[config.mk]
export PLATFORM = sky130hd
export DESIGN_NAME = stop_wake_stabilization_counter
export DESIGN_NICKNAME = d
export VERILOG_FILES = /design/src/stop_wake_stabilization_counter.v /design/src/level_sync.v
export VERILOG_INCLUDE_DIRS = /design/src /design/src/src
export SDC_FILE = /design/constraint.sdc
export NUM_CORES = 1
export LEC_CHECK = 0
export CAP_MARGIN = 20
export CORE_ASPECT_RATIO = 0.75
export CORE_UTILIZATION = 56
export CTS_CLUSTER_DIAMETER = 150
export CTS_CLUSTER_SIZE = 30
export DETAILED_ROUTE_END_ITERATION = 16
export DONT_BUFFER_PORTS = 1
export PLACE_DENSITY = 0.72
export SLEW_MARGIN = 30
export SYNTH_ARGS = -nofsm -noshare
export SYNTH_HDL_FRONTEND = slang
export SYNTH_HIERARCHICAL = 1
export SYNTH_SLANG_ARGS = --single-unit
export TNS_END_PERCENT = 1
[constraint.sdc]
create_clock -name mclk -period 2.2 [get_ports mclk]
set_input_delay 0.11 -clock mclk [delete_from_list [all_inputs] [get_ports mclk]]
set_output_delay 0.11 -clock mclk [all_outputs]
set_load 0.02 [all_outputs]
[src/settle_defines.vh]
// Constants for the stop-release oscillator settling counter
// Functional notes
// - Status bits set one by one from the top bit once each threshold passes; stay set.
// - Counter runs only within the selected period; status shows only thresholds reached there.
// - Wait is counted from oscillation start, not from stop release.
// - Pending unmasked interrupt ends stop or halt at once, but never cuts a settling count short.
// - Stop with pending interrupt drops to halt, resumes after selected wait elapses.
`ifndef SETTLE_DEFINES_VH
`define SETTLE_DEFINES_VH

// Settling thresholds in main clock cycles, shortest first
`define SETTLE_THR0 17'h00800
`define SETTLE_THR1 17'h02000
`define SETTLE_THR2 17'h04000
`define SETTLE_THR3 17'h08000
`define SETTLE_THR4 17'h10000

// Period select codes and reset value
`define SETTLE_SEL_W 3
`define SETTLE_SEL_MAX 3'h4
`define SETTLE_SEL_RST 3'h4

// Status register width; the top bit is the first threshold
`define SETTLE_STAT_W 5
`define SETTLE_STAT_RST 5'h00
`define SETTLE_CNT_W 17

// Controller states
`define ST_RUN 3'h0
`define ST_STOP 3'h1
`define ST_OSC 3'h2
`define ST_COUNT 3'h3
`define ST_HALT 3'h4

`endif

[src/stop_wake_stabilization_counter.v]
// Stop-release oscillator settling counter and standby controller
`timescale 1ns/1ps
`include "settle_defines.vh"
module stop_wake_stabilization_counter #(
  parameter [16:0] THR0 = `SETTLE_THR0,
  parameter [16:0] THR1 = `SETTLE_THR1,
  parameter [16:0] THR2 = `SETTLE_THR2,
  parameter [16:0] THR3 = `SETTLE_THR3,
  parameter [16:0] THR4 = `SETTLE_THR4
) (
  input wire mclk,
  input wire reset,
  input wire stop_exec,
  input wire halt_exec,
  input wire irq_pending,
  input wire main_crystal_osc_ok,
  input wire select_wr,
  input wire [2:0] select_wdata,
  output reg [2:0] settle_period_select_reg,
  output reg [4:0] settle_status_reg,
  output reg main_crystal_clock_en_r,
  output reg cpu_run_r,
  output reg stop_mode_r,
  output reg halt_mode_r,
  output reg settling_r
);
  localparam [2:0] S_RUN = `ST_RUN;
  localparam [2:0] S_STOP = `ST_STOP;
  localparam [2:0] S_OSC = `ST_OSC;
  localparam [2:0] S_COUNT = `ST_COUNT;
  localparam [2:0] S_HALT = `ST_HALT;

  reg [2:0] state_r;
  reg [2:0] state_nxt;
  reg [16:0] cnt_r;
  reg [16:0] cnt_nxt;
  reg [4:0] status_nxt;
  wire osc_ok_s;
  reg osc_low_seen_r;
  integer i;

  // Threshold for a select code; codes above the top one take the longest
  function [16:0] thr_of;
    input [2:0] sel;
    begin
      case (sel)
        3'h0: thr_of = THR0;
        3'h1: thr_of = THR1;
        3'h2: thr_of = THR2;
        3'h3: thr_of = THR3;
        default: thr_of = THR4;
      endcase
    end
  endfunction

  // Counting ends at the selected threshold; codes above the top take the longest
  function count_done;
    input [16:0] cnt;
    input [2:0] sel;
    begin
      count_done = (cnt >= thr_of(sel));
    end
  endfunction

  // Crystal enable drops only while fully stopped
  function clk_on_in;
    input [2:0] st;
    begin
      clk_on_in = (st != S_STOP);
    end
  endfunction

  // CPU executes only in the run state
  function run_in;
    input [2:0] st;
    begin
      run_in = (st == S_RUN);
    end
  endfunction

  // Stop state decode
  function stop_in;
    input [2:0] st;
    begin
      stop_in = (st == S_STOP);
    end
  endfunction

  // CPU is held in halt and while the settling count runs
  function held_in;
    input [2:0] st;
    begin
      held_in = (st == S_HALT) || (st == S_COUNT);
    end
  endfunction

  // Settling covers the wait for oscillation and the count
  function settle_in;
    input [2:0] st;
    begin
      settle_in = (st == S_COUNT) || (st == S_OSC);
    end
  endfunction

  // Oscillator-running flag comes from the pad side
  level_sync u_osc_sync (
    .mclk(mclk),
    .reset(reset),
    .async_in(main_crystal_osc_ok),
    .sync_out_r(osc_ok_s)
  );

  // Next state, counter and status
  always @* begin
    state_nxt = state_r;
    cnt_nxt = cnt_r;
    status_nxt = settle_status_reg;
    case (state_r)
      S_RUN: begin
        if (stop_exec && irq_pending) begin
          // Oscillator never stops, so counting starts at once
          state_nxt = S_COUNT;
          cnt_nxt = 17'h00000;
          status_nxt = `SETTLE_STAT_RST;
        end else if (stop_exec) begin
          state_nxt = S_STOP;
        end else if (halt_exec && !irq_pending) begin
          state_nxt = S_HALT;
        end
      end
      S_STOP: begin
        // Any pending unmasked request releases stop; the count restarts from zero
        if (irq_pending) begin
          state_nxt = S_OSC;
          cnt_nxt = 17'h00000;
          status_nxt = `SETTLE_STAT_RST;
        end
      end
      S_OSC: begin
        // Time before oscillation starts is not part of the wait; a stale
        // high level left in the synchroniser from before the stop must not
        // count as a fresh start, so the flag has to have dropped first
        if (osc_ok_s && osc_low_seen_r) begin
          state_nxt = S_COUNT;
        end
      end
      S_COUNT: begin
        // Counter stops at the selected period and nowhere beyond
        if (count_done(cnt_r, settle_period_select_reg)) begin
          state_nxt = S_RUN;
        end else begin
          cnt_nxt = cnt_r + 17'h00001;
        end
        // Top status bit marks the shortest threshold, then downward
        for (i = 0; i < 5; i = i + 1) begin
          if (cnt_nxt >= thr_of(i[2:0])) begin
            status_nxt[4 - i] = 1'b1;
          end
        end
      end
      S_HALT: begin
        if (irq_pending) begin
          state_nxt = S_RUN;
        end
      end
      default: begin
        state_nxt = S_RUN;
      end
    endcase
  end

  // State, counter and status registers; reset waits for oscillation like a stop release
  always @(posedge mclk) begin
    if (reset) begin
      state_r <= S_OSC;
      cnt_r <= 17'h00000;
      settle_status_reg <= `SETTLE_STAT_RST;
    end else begin
      state_r <= state_nxt;
      cnt_r <= cnt_nxt;
      settle_status_reg <= status_nxt;
    end
  end

  // Period select; ordering against stop and status is up to software
  always @(posedge mclk) begin
    if (reset) begin
      settle_period_select_reg <= `SETTLE_SEL_RST;
    end else if (select_wr) begin
      settle_period_select_reg <= select_wdata;
    end
  end

  // Oscillator start tracking: cleared on stop entry, set once the flag reads low.
  // Set wins so a flag already low at stop entry still arms the start.
  // Limitation: a release before the oscillator has stopped waits for it to drop.
  always @(posedge mclk) begin
    if (reset) begin
      osc_low_seen_r <= 1'b1;
    end else if (!osc_ok_s) begin
      osc_low_seen_r <= 1'b1;
    end else if (state_nxt == S_STOP) begin
      osc_low_seen_r <= 1'b0;
    end
  end

  // Registered status outputs follow the next state,
  // so each one changes on the same edge that takes its cause
  always @(posedge mclk) begin
    if (reset) begin
      main_crystal_clock_en_r <= 1'b1;
      cpu_run_r <= 1'b0;
      stop_mode_r <= 1'b0;
      halt_mode_r <= 1'b0;
      settling_r <= 1'b0;
    end else begin
      main_crystal_clock_en_r <= clk_on_in(state_nxt);
      cpu_run_r <= run_in(state_nxt);
      stop_mode_r <= stop_in(state_nxt);
      halt_mode_r <= held_in(state_nxt);
      settling_r <= settle_in(state_nxt);
    end
  end
endmodule // stop_wake_stabilization_counter

[src/level_sync.v]
// Two-flop synchroniser for a level arriving from outside the clock domain
`timescale 1ns/1ps
module level_sync (
  input wire mclk,
  input wire reset,
  input wire async_in,
  output reg sync_out_r
);
  reg meta_r;

  // First flop feeds only the second
  always @(posedge mclk) begin
    if (reset) begin
      meta_r <= 1'b0;
      sync_out_r <= 1'b0;
    end else begin
      meta_r <= async_in;
      sync_out_r <= meta_r;
    end
  end
endmodule // level_sync

==> out/metrics.cfg, run 1 <==
[logic_synthesis]
synth-simple-area-share_pct = 28.8
ys_seq_elements = 36
ys_warn_count = 6
syn-instance-count = 238
synthAdderAreaFrac_pct = 4.49
synth_ff_type = dfxtp_1
synthMuxAreaShare_pct = 1.54
async_reset_ff_share_pct = 0
ys_top_cells_by_count = dfxtp_1, nor2_1, nand2_1
syn-mean-instance-area_sq_um = 8.20
yosysSeqAreaShare_pct = 36.9
synth_nets = 255
synth_top_area_cell = dfxtp_1
yosys.area.top_type_share_pct = 36.9
synth_compound_area_share_pct = 21.2
synth-xor-area-share_pct = 2.69
synth_top_family_by_area = simple AND/OR/NAND/NOR gates
synthesis.area_sq_um = 1950
synth_edf_count = 0
synthTopCellsByArea = dfxtp_1, nor2_1, ha_1
yosysMostFrequentCell = dfxtp_1
ys_types = 48

[clocking]
holdBufCountCts = 7
cts_htree_levels = 2
cts_buffer_depth = 2
clkLatencyLatePin_ps = 290
cts_sinks = 36
cts_setup_buffers = 0
cts_made_buffers = 5
path_clk_slew_ps = 70
clockRootBuffer = clkbuf_8
cts_tree = done

[die]
start_util_pct = 59.0
ios = 23
dieArea_sq_um = 3730
core_area_sq_um = 3310
chipWidth_um = 70.2
die_h_um = 53.1
num_rows = 18

[place]
dpl.hpwl_mm = 3.71
place.gp.congestion = 0.909
dp_slack_ps = -344
placed_cells = 290
portBuffers = 0

[sta]
rsz0062_at_grt = true
holdWs_ps = -112
fmax_mhz = 412
hold_viol_final = 15
setup_viol = 29
fin_worst_skew_ps = 8.59
slew_viol_final = 0
final.min_clock_period_ps = 2420
setup_ws_ps = -225
relSlewSlack_pct = 69.7
tightestPinTransition_ps = 451
fin_crit_sh_pct = 110

[global_routing]
grt_pass1_vias = 1700
grt_util_all_layers_pct = 30.7
grt_max_degree = 26
overflow = 0
grt_pass1_wl_mm = 8.54
antenna_found_initial = 0

[final_layout]
final_core_util_pct = 74.0
seq_area_sq_um = 729
syn_to_final_growth_pct = 25.5
multiInputGateArea_sq_um = 1270
diodes = 0
stdcell_count = 305
drive_gt1_share_pct = 24.5
final.fill_count = 259
largest_reg_flops = 17
final_nets = 281

[drt]
drt-pass1-iter-count = 5
drc = 0
vias_per_cell = 6.36
vias = 1939
wirelength_mm = 5.39
avgRoutedWirePerCell_um = 17.7
drt_iter0_markers = 183
drtAntennaViolNets = 0

[setup_path]
cpPeakStageDelay_ps = 420
crit_fanout = 6
crit_required_ps = 2400
path_cells = nor2_4 -> nand2_2 -> ha_4 -> a211o_1 -> a221oi_4 -> nand2_4 -> buf_4 -> nor4_2 -> nor2_1 -> a311oi_1
r2r_slack_ps = -220
startpoint_type = register
slowest_stage = a221oi_4
cp.arrival_ps = 2620
critPathKind = reg2reg
crit_path_end_kind = register
worstRegToRegCells = 10

[power_and_ir_drop]
p_per_area_nw_per_um2 = 594
vdd_drop_max_mv = 0.488
p_leak_nw = 0.922
power_mw = 1.45

[hold_path]
hold_path_class = in2reg
holdPathStages = 1

[outcome]
outcome = complete, but fails checks
violations = negative hold slack, negative setup slack

[job]
drv_cap = 0

-- what timing repair did --
action | CTS | global route
pin swaps | 10 | 10
endpoints found under the setup margin | 29 | 29
gates resized for setup | 19 | 12
endpoints found under the hold margin | 21 | 15
-- worst paths after layout --
kind	startpoint	end
min reg2reg	u_osc_sync/sync_out_r	osc_low_seen_r
max reg2reg	settle_period_select_reg[2]	cnt_r[7]
max	settle_period_select_reg[2]	cnt_r[7]
min	reset	cnt_r[15]
-- per-layer routing --
layer / vias to the layer above / global-route usage, % / part of all wire [%]
met2: 90 / 42.9 / 42
met5: - / 0 / 0
li1: 930 / - / -
met3: 15 / 9.14 / 10
met4: 0 / 11.0 / 1.5
met1: 904 / 44.3 / 46
-- power by group --
part           internal (mW)  switching [mW]  leakage (nW)  total [mW]
registers              0.664          0.0201         0.293       0.684
clock network          0.336           0.233        0.0552       0.569
logic                 0.0865           0.115         0.574       0.201
-- critical path, delay by kind of cell (launching register included) --
| family | cells | cell delay [ps] |
|---|---|---|
| compound gates | 3 | 910 |
| fa+ha+maj | 1 | 220 |
| buf+inv | 1 | 200 |
| flops | 1 | 370 |
| simple gates | 5 | 620 |
-- layout make-up --
class | instances | share of cell area, %
Inverter | 9 | 1.38
Timing Repair Buffer | 30 | 10.4
Sequential cell | 36 | 29.8
Tap cell | 40 | 2.04
Multi-Input combinational cell | 182 | 52.0
Clock inverter | 2 | 1.43
Clock buffer | 6 | 2.96
-- placed cells by master, fill, tap and decap left out, types with 6 or more instances in the layout --
master         instances
dfxtp_1               33
nor2_1                21
buf_4                 21
nand2_1               17
o21ai_0               13
a21oi_1               11
nand3_1               10
inv_1                  8
nand4_1                8
dlygate4sd3_1          7
nor3_1                 6
a311oi_1               6
-- cells by family after synthesis --
family	count (synthesis)
AND/OR/NAND/NOR	107
flip-flops	36
XOR/XNOR	6
adder cells (fa/ha/maj)	7
buffers and inverters	20
multiplexers	3
AO/OA/AOI/OAI	59
-- metrics by stage --
step	TNS, ps	instance area [sq um]	hold WS (ps)
floorplan	-1660	1990	182
global placement	-5420	2160	178
detailed placement	-7160	2160	180
CTS	-2770	2400	-122
global route	-6670	2450	-129
finish	-3600	2450	-112
Power figures use the tool's default switching activity.
==> run 2: changes to the inputs <==
CORE_MARGIN = 8   (was not set)
==> run 2 against run 1 <==
Effect of this change: the flow still finishes with violations (negative hold slack, negative setup slack); clock skew decreased by 6.5 ps; wire length increased by 9.3%; cell area increased by 4.1%; critical path depth stayed put; sequential share of layout area fell by 1.2 points; hold slack got worse by 4.8 ps; sequential power hardly changed; register-to-register slack improved by 20 ps; highest routed layer unchanged.
==> out/metrics.cfg, run 2 (synthesized netlist as in run 1, its figures left out) <==
[power_and_ir_drop]
p_per_area_nw_per_um2 = 561  ; -5.6%
vdd_drop_max_mv = 0.427  ; -13%
clockPowerShare_pct = 36.1  ; -3.0 points
power_mw = 1.43  ; -1.7%
p_leak_nw = 0.973  ; +5.5%
p_switching_uw = 376  ; +2.2%
pwr-share-seq_pct = 47.9  ; +0.9 points
p_comb_share_pct = 16.0  ; +2.1 points
p_int_mw = 1.05  ; -3.1%
swShare_pct = 26.3  ; +1.0 points

[clocking]
cts_buffer_depth = 2  ; unchanged
clkLatencyLatePin_ps = 280  ; about the same
cts_sinks = 36  ; unchanged
cts_tree = done
path_clk_slew_ps = 70  ; about the same
cts_htree_levels = 2  ; unchanged
clockRootBuffer = clkbuf_8
cts_made_buffers = 5  ; unchanged
holdBufCountCts = 7  ; unchanged

[setup_path]
reg2reg_from = settle_period_select_reg[0]
path_cells = nor2_4 -> nand2_2 -> ha_4 -> a211o_1 -> a221oi_4 -> nand2_4 -> buf_4 -> nor3_1 -> nor2_1 -> a311oi_1
crit_fanout = 5  ; -1
crit_path_end_kind = register
worstRegToRegCells = 10  ; unchanged
cpPeakStageDelay_ps = 420  ; about the same
reg2reg_to = cnt_r[3]
slowest_stage = a221oi_4
cp.arrival_ps = 2600  ; -20 ps
startpoint_type = register
crit_required_ps = 2400  ; about the same
critPathKind = reg2reg
r2r_slack_ps = -200  ; +20 ps

[final_layout]
seq_area_sq_um = 729  ; unchanged
largest_reg_flops = 17  ; unchanged
diodes = 0  ; unchanged
final_cell_mix = dfxtp_1, buf_4, nor2_1
multiInputGateArea_sq_um = 1290  ; +1.4%
final.fill_count = 244  ; -5.8%
stdcell_area_sq_um = 2550  ; +4.1%
mostFrequentLayoutCell = dfxtp_1
final_nets = 294  ; +4.6%
drive_gt1_share_pct = 27.3  ; +2.8 points
syn_to_final_growth_pct = 30.6

[job]
drv_cap = 0  ; unchanged

[drt]
vias = 2034  ; +4.9%
wirelength_mm = 5.89  ; +9.3%
m1WireLength_mm = 2.62  ; +6.5%
met2_length_mm = 2.59  ; +13%
vias_per_cell = 6.40  ; +0.61%
drc = 0  ; unchanged
drtAntennaViolNets = 0  ; unchanged
drt_iter0_markers = 163  ; -11%
drt-pass1-iter-count = 5  ; unchanged
avgRoutedWirePerCell_um = 18.5  ; +4.8%
wl_met3_um = 617  ; +12%
top_layer = met4

[place]
dpl_cell_area_sq_um = 2220  ; +2.8%
portBuffers = 0  ; unchanged
place.gp.congestion = 0.988  ; +8.7%
dpl.hpwl_mm = 3.96  ; +7.0%

[global_routing]
grt_max_degree = 26  ; unchanged
overflow = 0  ; unchanged
antenna_found_initial = 0  ; unchanged
grt_pass1_wl_mm = 9.65  ; +13%
grt_pass1_vias = 1905  ; +12%
grt_util_all_layers_pct = 21.0  ; -9.7 points

[die]
num_rows = 18  ; unchanged
chipWidth_um = 84.2  ; +20%
start_util_pct = 59.0  ; unchanged
ios = 23  ; unchanged
die_h_um = 67.1  ; +26%
dieArea_sq_um = 5650  ; +52%
core_area_sq_um = 3310  ; unchanged

[sta]
fmax_mhz = 416  ; +0.97%
final.min_clock_period_ps = 2400  ; -23.2 ps
slew_viol_final = 0  ; unchanged
setup_ws_ps = -201  ; +23.2 ps
holdWs_ps = -117  ; -4.81 ps
fin_worst_skew_ps = 2.05  ; -6.54 ps
tightestPinTransition_ps = 460  ; +9.37 ps
fin_crit_sh_pct = 109  ; -1.1 points
relSlewSlack_pct = 69.0  ; -0.72 points
setup_viol = 29  ; unchanged
hold_viol_final = 15  ; unchanged
rsz0062_at_grt = true

[hold_path]
hold_path_class = in2reg
hold_path_end = halt_mode_r
min_from = reset
holdPathStages = 1  ; unchanged

[outcome]
outcome = complete, but fails checks
violations = negative hold slack, negative setup slack

-- run 2: worst max path at each step --
| stage | cells after the start | endpoint | slack [ps] | startpoint |
|---|---|---|---|---|
| floorplan | 10 | cnt_r[15] | -140 | settle_period_select_reg[2] |
| global placement | 10 | settle_status_reg[3] | -240 | settle_period_select_reg[2] |
| detailed placement | 10 | settle_status_reg[2] | -260 | settle_period_select_reg[2] |
| CTS | 11 | halt_mode_r | -90 | settle_period_select_reg[0] |
| global route | 10 | cnt_r[7] | -320 | settle_period_select_reg[0] |
| finish | 10 | cnt_r[3] | -200 | settle_period_select_reg[0] |
-- run 2: metrics by stage --
stage	setup TNS (ps)	hold WS [ps]	util [%]	std cells	worst slack, ps
2_1_floorplan	-1660	182	-	238	-139
3_3_place_gp	-4690	181	67.0	298	-237
3_5_place_dp	-5530	182	67.0	298	-264
4_1_cts	-1650	-115	76.0	318	-94.7
5_1_grt	-6560	-123	77.0	318	-316
6_report	-3720	-117	77.0	318	-201
-- run 2: power by group through the flow --
stage | Sequential [mW] | Clock [mW] | Combinational [mW]
3_3_place_gp | 0.697 | 0 | 0.174
6_report | 0.685 | 0.515 | 0.229
5_1_grt | 0.687 | 0.549 | 0.243
3_5_place_dp | 0.698 | 0 | 0.177
4_1_cts | 0.683 | 0.526 | 0.214
2_1_floorplan | 0.698 | 0 | 0.114
-- run 2: repair_timing --
action	CTS	global route
cloned	1	0
endpoints found under the hold margin	21	15
endpoints found under the setup margin	29	30
pin swaps	20	8
buffers inserted	4	0
resized for setup	22	13
-- run 2: worst max-delay path: cells and delay by family (launching register included) --
kind / cells / cell delay (ps)
and+or+nand+nor: 5 / 600
AOI/OAI and AO/OA: 3 / 930
adders and majority gates: 1 / 230
DFF: 1 / 360
buffers and inverters: 1 / 190
-- run 2: metal layers --
layer / up-vias / global-route usage [%]
li1: 961 / -
met1: 945 / 28.1
met2: 119 / 32.8
met3: 9 / 5.89
met4: 0 / 5.58
met5: - / 0
-- run 2: layout make-up --
cell class	count	area share (%)
inverter	9	1.32
sequential	36	28.6
multi-input combinational	183	50.7
tap	40	1.96
timing repair buffer	42	13.5
clock buffer	8	3.93
